### config.mk
export PLATFORM = sky130hd
export DESIGN_NAME = stfc_top
export DESIGN_NICKNAME = d
export VERILOG_FILES = /design/src/stfc_pkg.sv /design/src/stfc_wr_if.sv /design/src/stfc_top.sv /design/src/stfc_flags.sv
export SDC_FILE = /design/constraint.sdc
export NUM_CORES = 1
export LEC_CHECK = 0
export ABC_AREA = 1
export BUFFER_PORTS_ARGS = -buffer_cell sky130_fd_sc_hd__buf_2
export CORE_MARGIN = 2
export CORE_UTILIZATION = 25
export DETAILED_ROUTE_END_ITERATION = 8
export PLACE_DENSITY_LB_ADDON = 0.1
export SKIP_LAST_GASP = 1
export SLEW_MARGIN = 20
export SYNTH_ARGS = -nofsm -noshare
export SYNTH_HDL_FRONTEND = slang
export SYNTH_SLANG_ARGS = --single-unit
### constraint.sdc
create_clock -name i_sys_clk -period 3.4 [get_ports i_sys_clk]
set_clock_uncertainty 0.15 [all_clocks]
set_input_delay 0.68 -clock i_sys_clk [delete_from_list [all_inputs] [get_ports i_sys_clk]]
set_output_delay 0.68 -clock i_sys_clk [all_outputs]
set_load 0.02 [all_outputs]
### src/stfc_pkg.sv
// package of constants for the serial transmit flag control block
// assumes a 32-bit classic wishbone slave addressed in bytes
package stfc_pkg;
   localparam int STFC_AW = 8;
   // register byte offsets
   localparam logic [7:0] STFC_OFS_CTRL = 8'h38;
   localparam logic [7:0] STFC_OFS_FLAG_MODIFY = 8'h68;
   localparam logic [7:0] STFC_OFS_TXBUF_BASE = 8'h80;
   localparam logic [7:0] STFC_OFS_RX_STATUS = 8'h70;
   // transmit control word fields
   localparam int STFC_TCS_TDV = 7;
   localparam int STFC_TCS_TRG_EN = 12;
   localparam int STFC_TCS_TV = 26;
   localparam int STFC_TCS_TVC = 27;
   localparam int STFC_TCS_TE = 28;
   localparam int STFC_TCS_TCI_LSB = 0;
   // flag modify fields
   localparam int STFC_FM_TX_VALID_MODIFY_FIELD_LSB = 0;
   localparam int STFC_FM_RESTART = 4;
   localparam int STFC_FM_RX0_CLR = 14;
   localparam int STFC_FM_RX1_CLR = 15;
   localparam int STFC_FM_SRQ_LSB = 16;
   localparam int STFC_SRQ_N = 6;
   localparam int STFC_TX_ENTRIES = 32;
   // rx status bit positions
   localparam int STFC_RX0_VA = 13;
   localparam int STFC_RX0_VB = 14;
   localparam int STFC_RX1_VA = 29;
   localparam int STFC_RX1_VB = 30;
   // tx valid modify codes
   localparam logic [1:0] STFC_TX_VALID_MODIFY_FIELD_NONE = 2'h0;
   localparam logic [1:0] STFC_TX_VALID_MODIFY_FIELD_SET = 2'h1;
   localparam logic [1:0] STFC_TX_VALID_MODIFY_FIELD_CLR = 2'h2;
   // reset values
   localparam logic [15:0] STFC_TXBUF_RST = 16'h0000;
   localparam logic STFC_TVC_RST = 1'b1;
   localparam logic STFC_TV_RST = 1'b1;
endpackage

### src/stfc_wr_if.sv
// bundle carrying one decoded register write from the top to the flag unit
// assumes a single clock domain
`timescale 1ns/1ps
interface stfc_wr_if;
   logic fm_we; // flag modify write strobe
   logic [31:0] fm_data; // flag modify write data
   logic tb_we; // transmit buffer write covering low byte
   logic trg_en; // trigger gate enable level
   logic trg; // synchronised trigger level
   logic load; // word loaded into shift register
   logic tx_data_valid_flag; // data valid flag
   logic te; // trigger event flag
   modport top (output fm_we, fm_data, tb_we, trg_en, trg, load, input tx_data_valid_flag, te);
   modport unit (input fm_we, fm_data, tb_we, trg_en, trg, load, output tx_data_valid_flag, te);
endinterface

### src/stfc_top.sv
// serial transmit flag control: wishbone registers, flags, tx buffer
// assumes classic wishbone master, byte addresses, one system clock
// How it works
// cumulated underflow flag drops with any underflow, set only by software
// trigger event sets when trigger active while data valid, gating on
// trigger event clears on modify code 10 or on shift load
// no transmission start while trigger event flag is zero
// reserved bits read zero in both registers
// flag modify register always reads zero
// software-set service requests return inactive by themselves
// modify field: 01 sets valid, 10 clears valid and trigger
// writing one to bit 4 sets the cumulated underflow flag
// bit 14 clears both valid flags of receive buffer 0
// bit 15 clears both valid flags of receive buffer 1
// bits 16 to 21 pulse this channel's six service request outputs
// thirty-two entry addresses all write the one transmit buffer
// entry index captured as five-bit control info per write
// read at any entry returns the transmit buffer content
// data in bits 15:0; low-byte write sets the valid flag
// underflow indication records whether each start used valid data
// buffered word sent only while valid flag is one
// gate enable zero keeps trigger event permanently set
// service request pulse lasts exactly one clock
`timescale 1ns/1ps
module stfc_top
   import stfc_pkg::*;
(
   input wire logic i_sys_clk, // 250 mhz system clock
   input wire logic i_srst, // sync reset, high
   input wire logic i_ce, // clock enable
   input wire logic i_wb_cyc, // wishbone cycle
   input wire logic i_wb_stb, // wishbone strobe
   input wire logic i_wb_we, // wishbone write
   input wire logic [STFC_AW-1:0] i_wb_adr, // byte address
   input wire logic [3:0] i_wb_sel, // byte selects
   input wire logic [31:0] i_wb_dat, // write data
   output logic [31:0] o_wb_dat, // read data
   output logic o_wb_ack, // acknowledge
   input wire logic i_trigger_pin, // transfer trigger input, async
   input wire logic i_tx_start, // shift engine requests a start
   input wire logic i_rx0_set, // receive buffer 0 got data
   input wire logic i_rx1_set, // receive buffer 1 got data
   output logic o_tx_load, // buffered word loaded to shifter
   output logic o_tx_passive, // passive level sent this start
   output logic [15:0] o_tx_data, // word to shift register
   output logic [4:0] o_tx_ctrl_info, // control info with word
   output logic [STFC_SRQ_N-1:0] o_srq // service request outputs
);
   // register state
   logic [15:0] txbuf_reg;
   logic [4:0] tci_reg;
   logic trg_en_reg;
   logic tv_reg;
   logic tvc_reg;
   logic [3:0] rxv_reg;
   logic [3:0] rxv_next;
   logic ack_reg;
   logic [31:0] rdat_reg;
   logic load_reg;
   logic passive_reg;
   logic [STFC_SRQ_N-1:0] srq_reg;
   logic [2:0] trg_sync_reg;
   logic trg_lvl_reg;
   stfc_wr_if wif();

   // address decode
   wire logic req = i_wb_cyc && i_wb_stb && !ack_reg;
   wire logic wr = req && i_wb_we;
   wire logic hit_ctrl = (i_wb_adr == STFC_OFS_CTRL);
   wire logic hit_fm = (i_wb_adr == STFC_OFS_FLAG_MODIFY);
   wire logic hit_rx = (i_wb_adr == STFC_OFS_RX_STATUS);
   wire logic hit_tb = (i_wb_adr[7] == STFC_OFS_TXBUF_BASE[7]) && (i_wb_adr[1:0] == 2'h0);
   wire logic [4:0] entry_idx = i_wb_adr[6:2];
   wire logic fm_we = wr && hit_fm && (&i_wb_sel);
   wire logic tb_we = wr && hit_tb && i_wb_sel[0];
   wire logic ctrl_we = wr && hit_ctrl && i_wb_sel[1];
   wire logic [31:0] fm_d = i_wb_dat;

   // transmission start gating: valid data and trigger event required
   wire logic start_ok = wif.tx_data_valid_flag && wif.te;
   wire logic start_load = i_tx_start && start_ok;

   // transmit control word view; reserved bits stay zero
   wire logic [31:0] ctrl_view = {3'h0, wif.te, tvc_reg, tv_reg, 13'h0,
      trg_en_reg, 4'h0, wif.tx_data_valid_flag, 2'h0, tci_reg};
   wire logic [31:0] rx_view = {1'b0, rxv_reg[3:2], 12'h0, 1'b0, 1'b0, rxv_reg[1:0], 13'h0};
   // read mux; flag modify and unmapped read zero
   wire logic [31:0] rd_mux = hit_ctrl ? ctrl_view :
                              hit_rx ? rx_view :
                              hit_tb ? {16'h0, txbuf_reg} :
                              32'h0;

   assign wif.fm_we = fm_we;
   assign wif.fm_data = fm_d;
   assign wif.tb_we = tb_we;
   assign wif.trg_en = trg_en_reg;
   assign wif.trg = trg_lvl_reg;
   assign wif.load = start_load;

   stfc_flags u_flags (
      .i_sys_clk(i_sys_clk),
      .i_srst(i_srst),
      .i_ce(i_ce),
      .w(wif)
   );

   // bus answer: ack one cycle after the request
   always_ff @(posedge i_sys_clk) begin
      if (i_srst) begin
         ack_reg <= 1'b0;
         rdat_reg <= 32'h0;
      end else if (i_ce) begin
         ack_reg <= req;
         rdat_reg <= (req && !i_wb_we) ? rd_mux : 32'h0;
      end
   end

   // trigger pin synchroniser, change accepted once stages two and three agree
   always_ff @(posedge i_sys_clk) begin
      if (i_srst) begin
         trg_sync_reg <= 3'h0;
         trg_lvl_reg <= 1'b0;
      end else if (i_ce) begin
         trg_sync_reg <= {trg_sync_reg[1:0], i_trigger_pin};
         if (trg_sync_reg[1] == trg_sync_reg[2]) begin
            trg_lvl_reg <= trg_sync_reg[2];
         end
      end
   end

   // transmit buffer and control info
   always_ff @(posedge i_sys_clk) begin
      if (i_srst) begin
         txbuf_reg <= STFC_TXBUF_RST;
         tci_reg <= 5'h0;
         trg_en_reg <= 1'b0;
      end else if (i_ce) begin
         if (tb_we) begin
            txbuf_reg[7:0] <= i_wb_dat[7:0];
            if (i_wb_sel[1]) begin
               txbuf_reg[15:8] <= i_wb_dat[15:8];
            end
            tci_reg <= entry_idx;
         end
         if (ctrl_we) begin
            trg_en_reg <= i_wb_dat[STFC_TCS_TRG_EN];
         end
      end
   end

   // underflow indication and cumulated flag
   always_ff @(posedge i_sys_clk) begin
      if (i_srst) begin
         tv_reg <= STFC_TV_RST;
         tvc_reg <= STFC_TVC_RST;
      end else if (i_ce) begin
         if (i_tx_start) begin
            tv_reg <= start_ok;
         end
         if (i_tx_start && !start_ok) begin
            tvc_reg <= 1'b0;
         end else if (fm_we && fm_d[STFC_FM_RESTART]) begin
            tvc_reg <= 1'b1;
         end
      end
   end

   // receive valid flags: new data wins over software clear
   assign rxv_next[0] = i_rx0_set ? 1'b1 : (fm_we && fm_d[STFC_FM_RX0_CLR]) ? 1'b0 : rxv_reg[0];
   assign rxv_next[1] = i_rx0_set ? 1'b1 : (fm_we && fm_d[STFC_FM_RX0_CLR]) ? 1'b0 : rxv_reg[1];
   assign rxv_next[2] = i_rx1_set ? 1'b1 : (fm_we && fm_d[STFC_FM_RX1_CLR]) ? 1'b0 : rxv_reg[2];
   assign rxv_next[3] = i_rx1_set ? 1'b1 : (fm_we && fm_d[STFC_FM_RX1_CLR]) ? 1'b0 : rxv_reg[3];
   always_ff @(posedge i_sys_clk) begin
      if (i_srst) begin
         rxv_reg <= 4'h0;
      end else if (i_ce) begin
         rxv_reg <= rxv_next;
      end
   end

   // service request pulses and load outputs
   always_ff @(posedge i_sys_clk) begin
      if (i_srst) begin
         srq_reg <= '0;
         load_reg <= 1'b0;
         passive_reg <= 1'b0;
         o_tx_data <= 16'h0;
         o_tx_ctrl_info <= 5'h0;
      end else if (i_ce) begin
         srq_reg <= fm_we ? fm_d[STFC_FM_SRQ_LSB +: STFC_SRQ_N] : '0;
         load_reg <= start_load;
         passive_reg <= i_tx_start && !start_ok;
         if (start_load) begin
            o_tx_data <= txbuf_reg;
            o_tx_ctrl_info <= tci_reg;
         end
      end
   end

   assign o_wb_ack = ack_reg;
   assign o_wb_dat = rdat_reg;
   assign o_srq = srq_reg;
   assign o_tx_load = load_reg;
   assign o_tx_passive = passive_reg;
endmodule // stfc_top

### src/stfc_flags.sv
// data valid and trigger event flags of the transmit path
// assumes write strobes are one-cycle pulses on the same clock
`timescale 1ns/1ps
module stfc_flags
   import stfc_pkg::*;
(
   input wire logic i_sys_clk, // system clock
   input wire logic i_srst, // sync reset, high
   input wire logic i_ce, // clock enable
   stfc_wr_if.unit w // write bundle
);
   logic tdv_reg;
   logic tdv_next;
   logic te_reg;
   logic te_next;
   wire logic [1:0] tx_valid_modify_field = w.fm_data[STFC_FM_TX_VALID_MODIFY_FIELD_LSB +: 2];
   wire logic tx_valid_modify_field_set = w.fm_we && (tx_valid_modify_field == STFC_TX_VALID_MODIFY_FIELD_SET);
   wire logic tx_valid_modify_field_clr = w.fm_we && (tx_valid_modify_field == STFC_TX_VALID_MODIFY_FIELD_CLR);
   // valid flag: writes set it, modify code 10 or a load clears it
   assign tdv_next = (w.tb_we || tx_valid_modify_field_set) ? 1'b1 :
                     (tx_valid_modify_field_clr || w.load) ? 1'b0 : tdv_reg;
   // trigger event: held set when gating off, else set by trigger while valid
   assign te_next = !w.trg_en ? 1'b1 :
                    (w.trg && tdv_reg) ? 1'b1 :
                    (tx_valid_modify_field_clr || w.load) ? 1'b0 : te_reg;
   always_ff @(posedge i_sys_clk) begin
      if (i_srst) begin
         tdv_reg <= 1'b0;
         te_reg <= 1'b0;
      end else if (i_ce) begin
         tdv_reg <= tdv_next;
         te_reg <= te_next;
      end
   end
   assign w.tx_data_valid_flag = tdv_reg;
   assign w.te = te_reg;
endmodule // stfc_flags

==> results by group <==
Synthesis
  • Cell count after synthesis: 449
  • Top cells by count, synth: nand2_1 (105), dfxtp_1 (82), nor2_1 (72), o21ai_0 (43), a21oi_1 (40)
  • Yosys top cell by area: dfxtp_1
  • Synth cell types: 28
  • Synth Register Bits: 82
  • Yosys warns: 0
  • Most common cell in the synthesized netlist: nand2_1
  • Synth area leaders: dfxtp_1 (49%), nand2_1 (12%), nor2_1 (8.0%)
  • Async SR Flop Fraction: 0%
  • Sequential area share after synthesis: 48.66%
  • Post-Syn Area: 3373 um^2
  • Post-synth EDFFs: 0
  • Most common flop cell mapped by yosys: dfxtp_1
  • Synth top area share: 48.66%
  • Avg Inst Size Synth: 7.513 um^2

Timing
  • Slew HR: 58.91%
  • RSZ-0062 raised after global routing: false
  • Final Setup Violations: 0
  • Max Slew Vio Count: 0
  • Final hold vios: 0
  • Worst-Margin Slew: 0.6154 ns
  • Maximum clock frequency: 508.1 MHz
  • Final WS setup: 1.432 ns
  • Final period util: 57.89%
  • Tmin final: 1.968 ns
  • Final TNS setup: 0 ns

Setup path
  • Crit path launch type: input pin
  • CP endpoint kind: flip-flop
  • Crit-path max cell delay: 0.38 ns
  • Critical path class: input pin to flip-flop
  • Crit path required time: 3.52 ns
  • Reg2Reg Depth: 6
  • CP max-delay cell: nor3_4
  • Worst path depth: 6
  • Cell family with most CP delay: simple AND/OR/NAND/NOR gates
  • WP buf/inv: 2
  • Max FO, Critical Path: 13
  • Worst EP arrival: 2.09 ns
  • Crit-path cells: buf_2 -> buf_4 -> nand3_2 -> nor3_4 -> nand2_1 -> a21oi_1

Finish
  • Max reg flops: 20
  • Diode count: 0
  • NumNets Final: 592
  • Layout area overhead: 27.37%
  • Non-filler cells, final: 719
  • Layout cell share with drive strength beyond 1: 25.05%

Placed design
  • Inst Count DP: 703
  • RePlAce Congestion: 0.7684
  • Place WS: 1.049 ns
  • IO buf count: 94
  • HPWL after DPL: 7.188 mm

Floorplan
  • Die Ht: 120.2 um
  • Width of the die: 120.2 um
  • # IOs: 116
  • Rows: 42
  • Starting Density: 25.57%
  • Core area: 13190 um^2
  • Total Die Area: 14440 um^2

CTS
  • Worst-Skew Late Latency: 0.34 ns
  • Num CTS Buffers: 9
  • CTS-repair resized insts: 0
  • Clock-pin slew on the worst setup and hold paths: 0.06 ns
  • Clock sink total: 82
  • Clock Path Buffers: 2
  • Clock Tree Root: clkbuf_16
  • Htree depth: 3
  • Hold Buf Count CTS: 0
  • TritonCTS clock tree: yes
  • Postcts setup bufs: 0

Routing
  • Residual DRC: 0
  • Drt wl/cell: 13.97 um
  • Vias/cell: 4.337
  • Drt first pass iters: 4
  • Iter 0 DRT Violations: 103
  • Routed wire length: 10.04 mm
  • Final antenna-violating net count: 0
  • Via Count: 3118

Worst hold path
  • Hold WC Path Type: flip-flop to flip-flop
  • Hold depth: 2

Global routing
  • All-Layer GR Usage: 14.19%
  • Vias in the first global route: 2955
  • First-pass GRT wire length: 15.55 mm
  • Maximum number of pins on one net before global-route repair: 49
  • GRT Residual Overflow: 0
  • Antenna violations before repair: 0

Run status
  • Status: finished clean

Power
  • P_leak: 2.002 nW
  • Worst VDD drop: 196.9 uV
  • Pwr Density: 509.6 nW/um^2

Job
  • # Max-Cap Violations: 0
where the power goes:
group	total [mW]	internal [mW]	switching (mW)
Sequential	0.974	0.969	0.00546
Clock	1.10	0.702	0.395
Combinational	0.118	0.0363	0.0816
layer usage:
layer  wire length, um  vias to the layer above  GRT usage (%)
met5                 0                        -              0
met4               221                        0          6.618
met3               515                       13          3.327
met2              4480                       77          21.63
met1              4826                     1428          18.91
li1                  -                     1600              -
cell families after synthesis:
family	synth area share (%)
compound gates	12.46
buf+inv	7.975
flops	48.66
other cells	0.1112
simple gates	30.79
worst paths after layout:
path / start / endpoint / slack, ns
setup reg to reg: u_flags.w.tx_data_valid_flag / o_tx_data[15] / 1.67
hold reg to reg: o_tx_data[9] / o_tx_data[9] / 0.30
setup / recovery: i_ce / o_wb_dat[6] / 1.43
hold / removal: o_tx_data[9] / o_tx_data[9] / 0.30
cell type report:
class / count / area, um^2
Fill cell: 1469 / 8894
Sequential cell: 82 / 1642
Multi-Input combinational cell: 323 / 1500
Timing Repair Buffer: 98 / 500.5
Clock buffer: 12 / 266.5
Tap cell: 176 / 220.2
Inverter: 24 / 95.09
Clock inverter: 4 / 72.57
layout by cell type (no fill, tap or decap), types with 2 or more instances in the layout:
cell type and n:
bufinv_16 2, buf_2 94, a21oi_1 40, nand3_1 21, nand2_2 2, nor2_1 72, o21ai_0 43, conb_1 11
dfxtp_1 82, nand2_1 105, clkbuf_16 9, nor2_4 4, nor2_2 2, nor3_4 2, inv_1 18, buf_4 4
clkbuf_8 3, nor3_1 12, inv_2 5
tightest hold or removal path, stage by stage (launching register included):
cell and delay, ns:
dfxtp_1 0.31, nand2_1 0.06, nand2_1 0.04
per-stage QoR:
step | utilization (%) | cell area [um^2] | total power, mW | hold slack [ns]
finish | 32.57 | 4297 | 2.190 | 0.2971
global route | 32.57 | 4297 | 2.270 | 0.3276
CTS | 32.57 | 4297 | 2.222 | 0.3023
detailed placement | 30.00 | 3958 | 1.116 | 0.2870
global placement | 30.00 | 3958 | 1.114 | 0.2793
floorplan | - | 3411 | 1.071 | 0.2771
No activity file was read; power rests on OpenSTA's default activity.
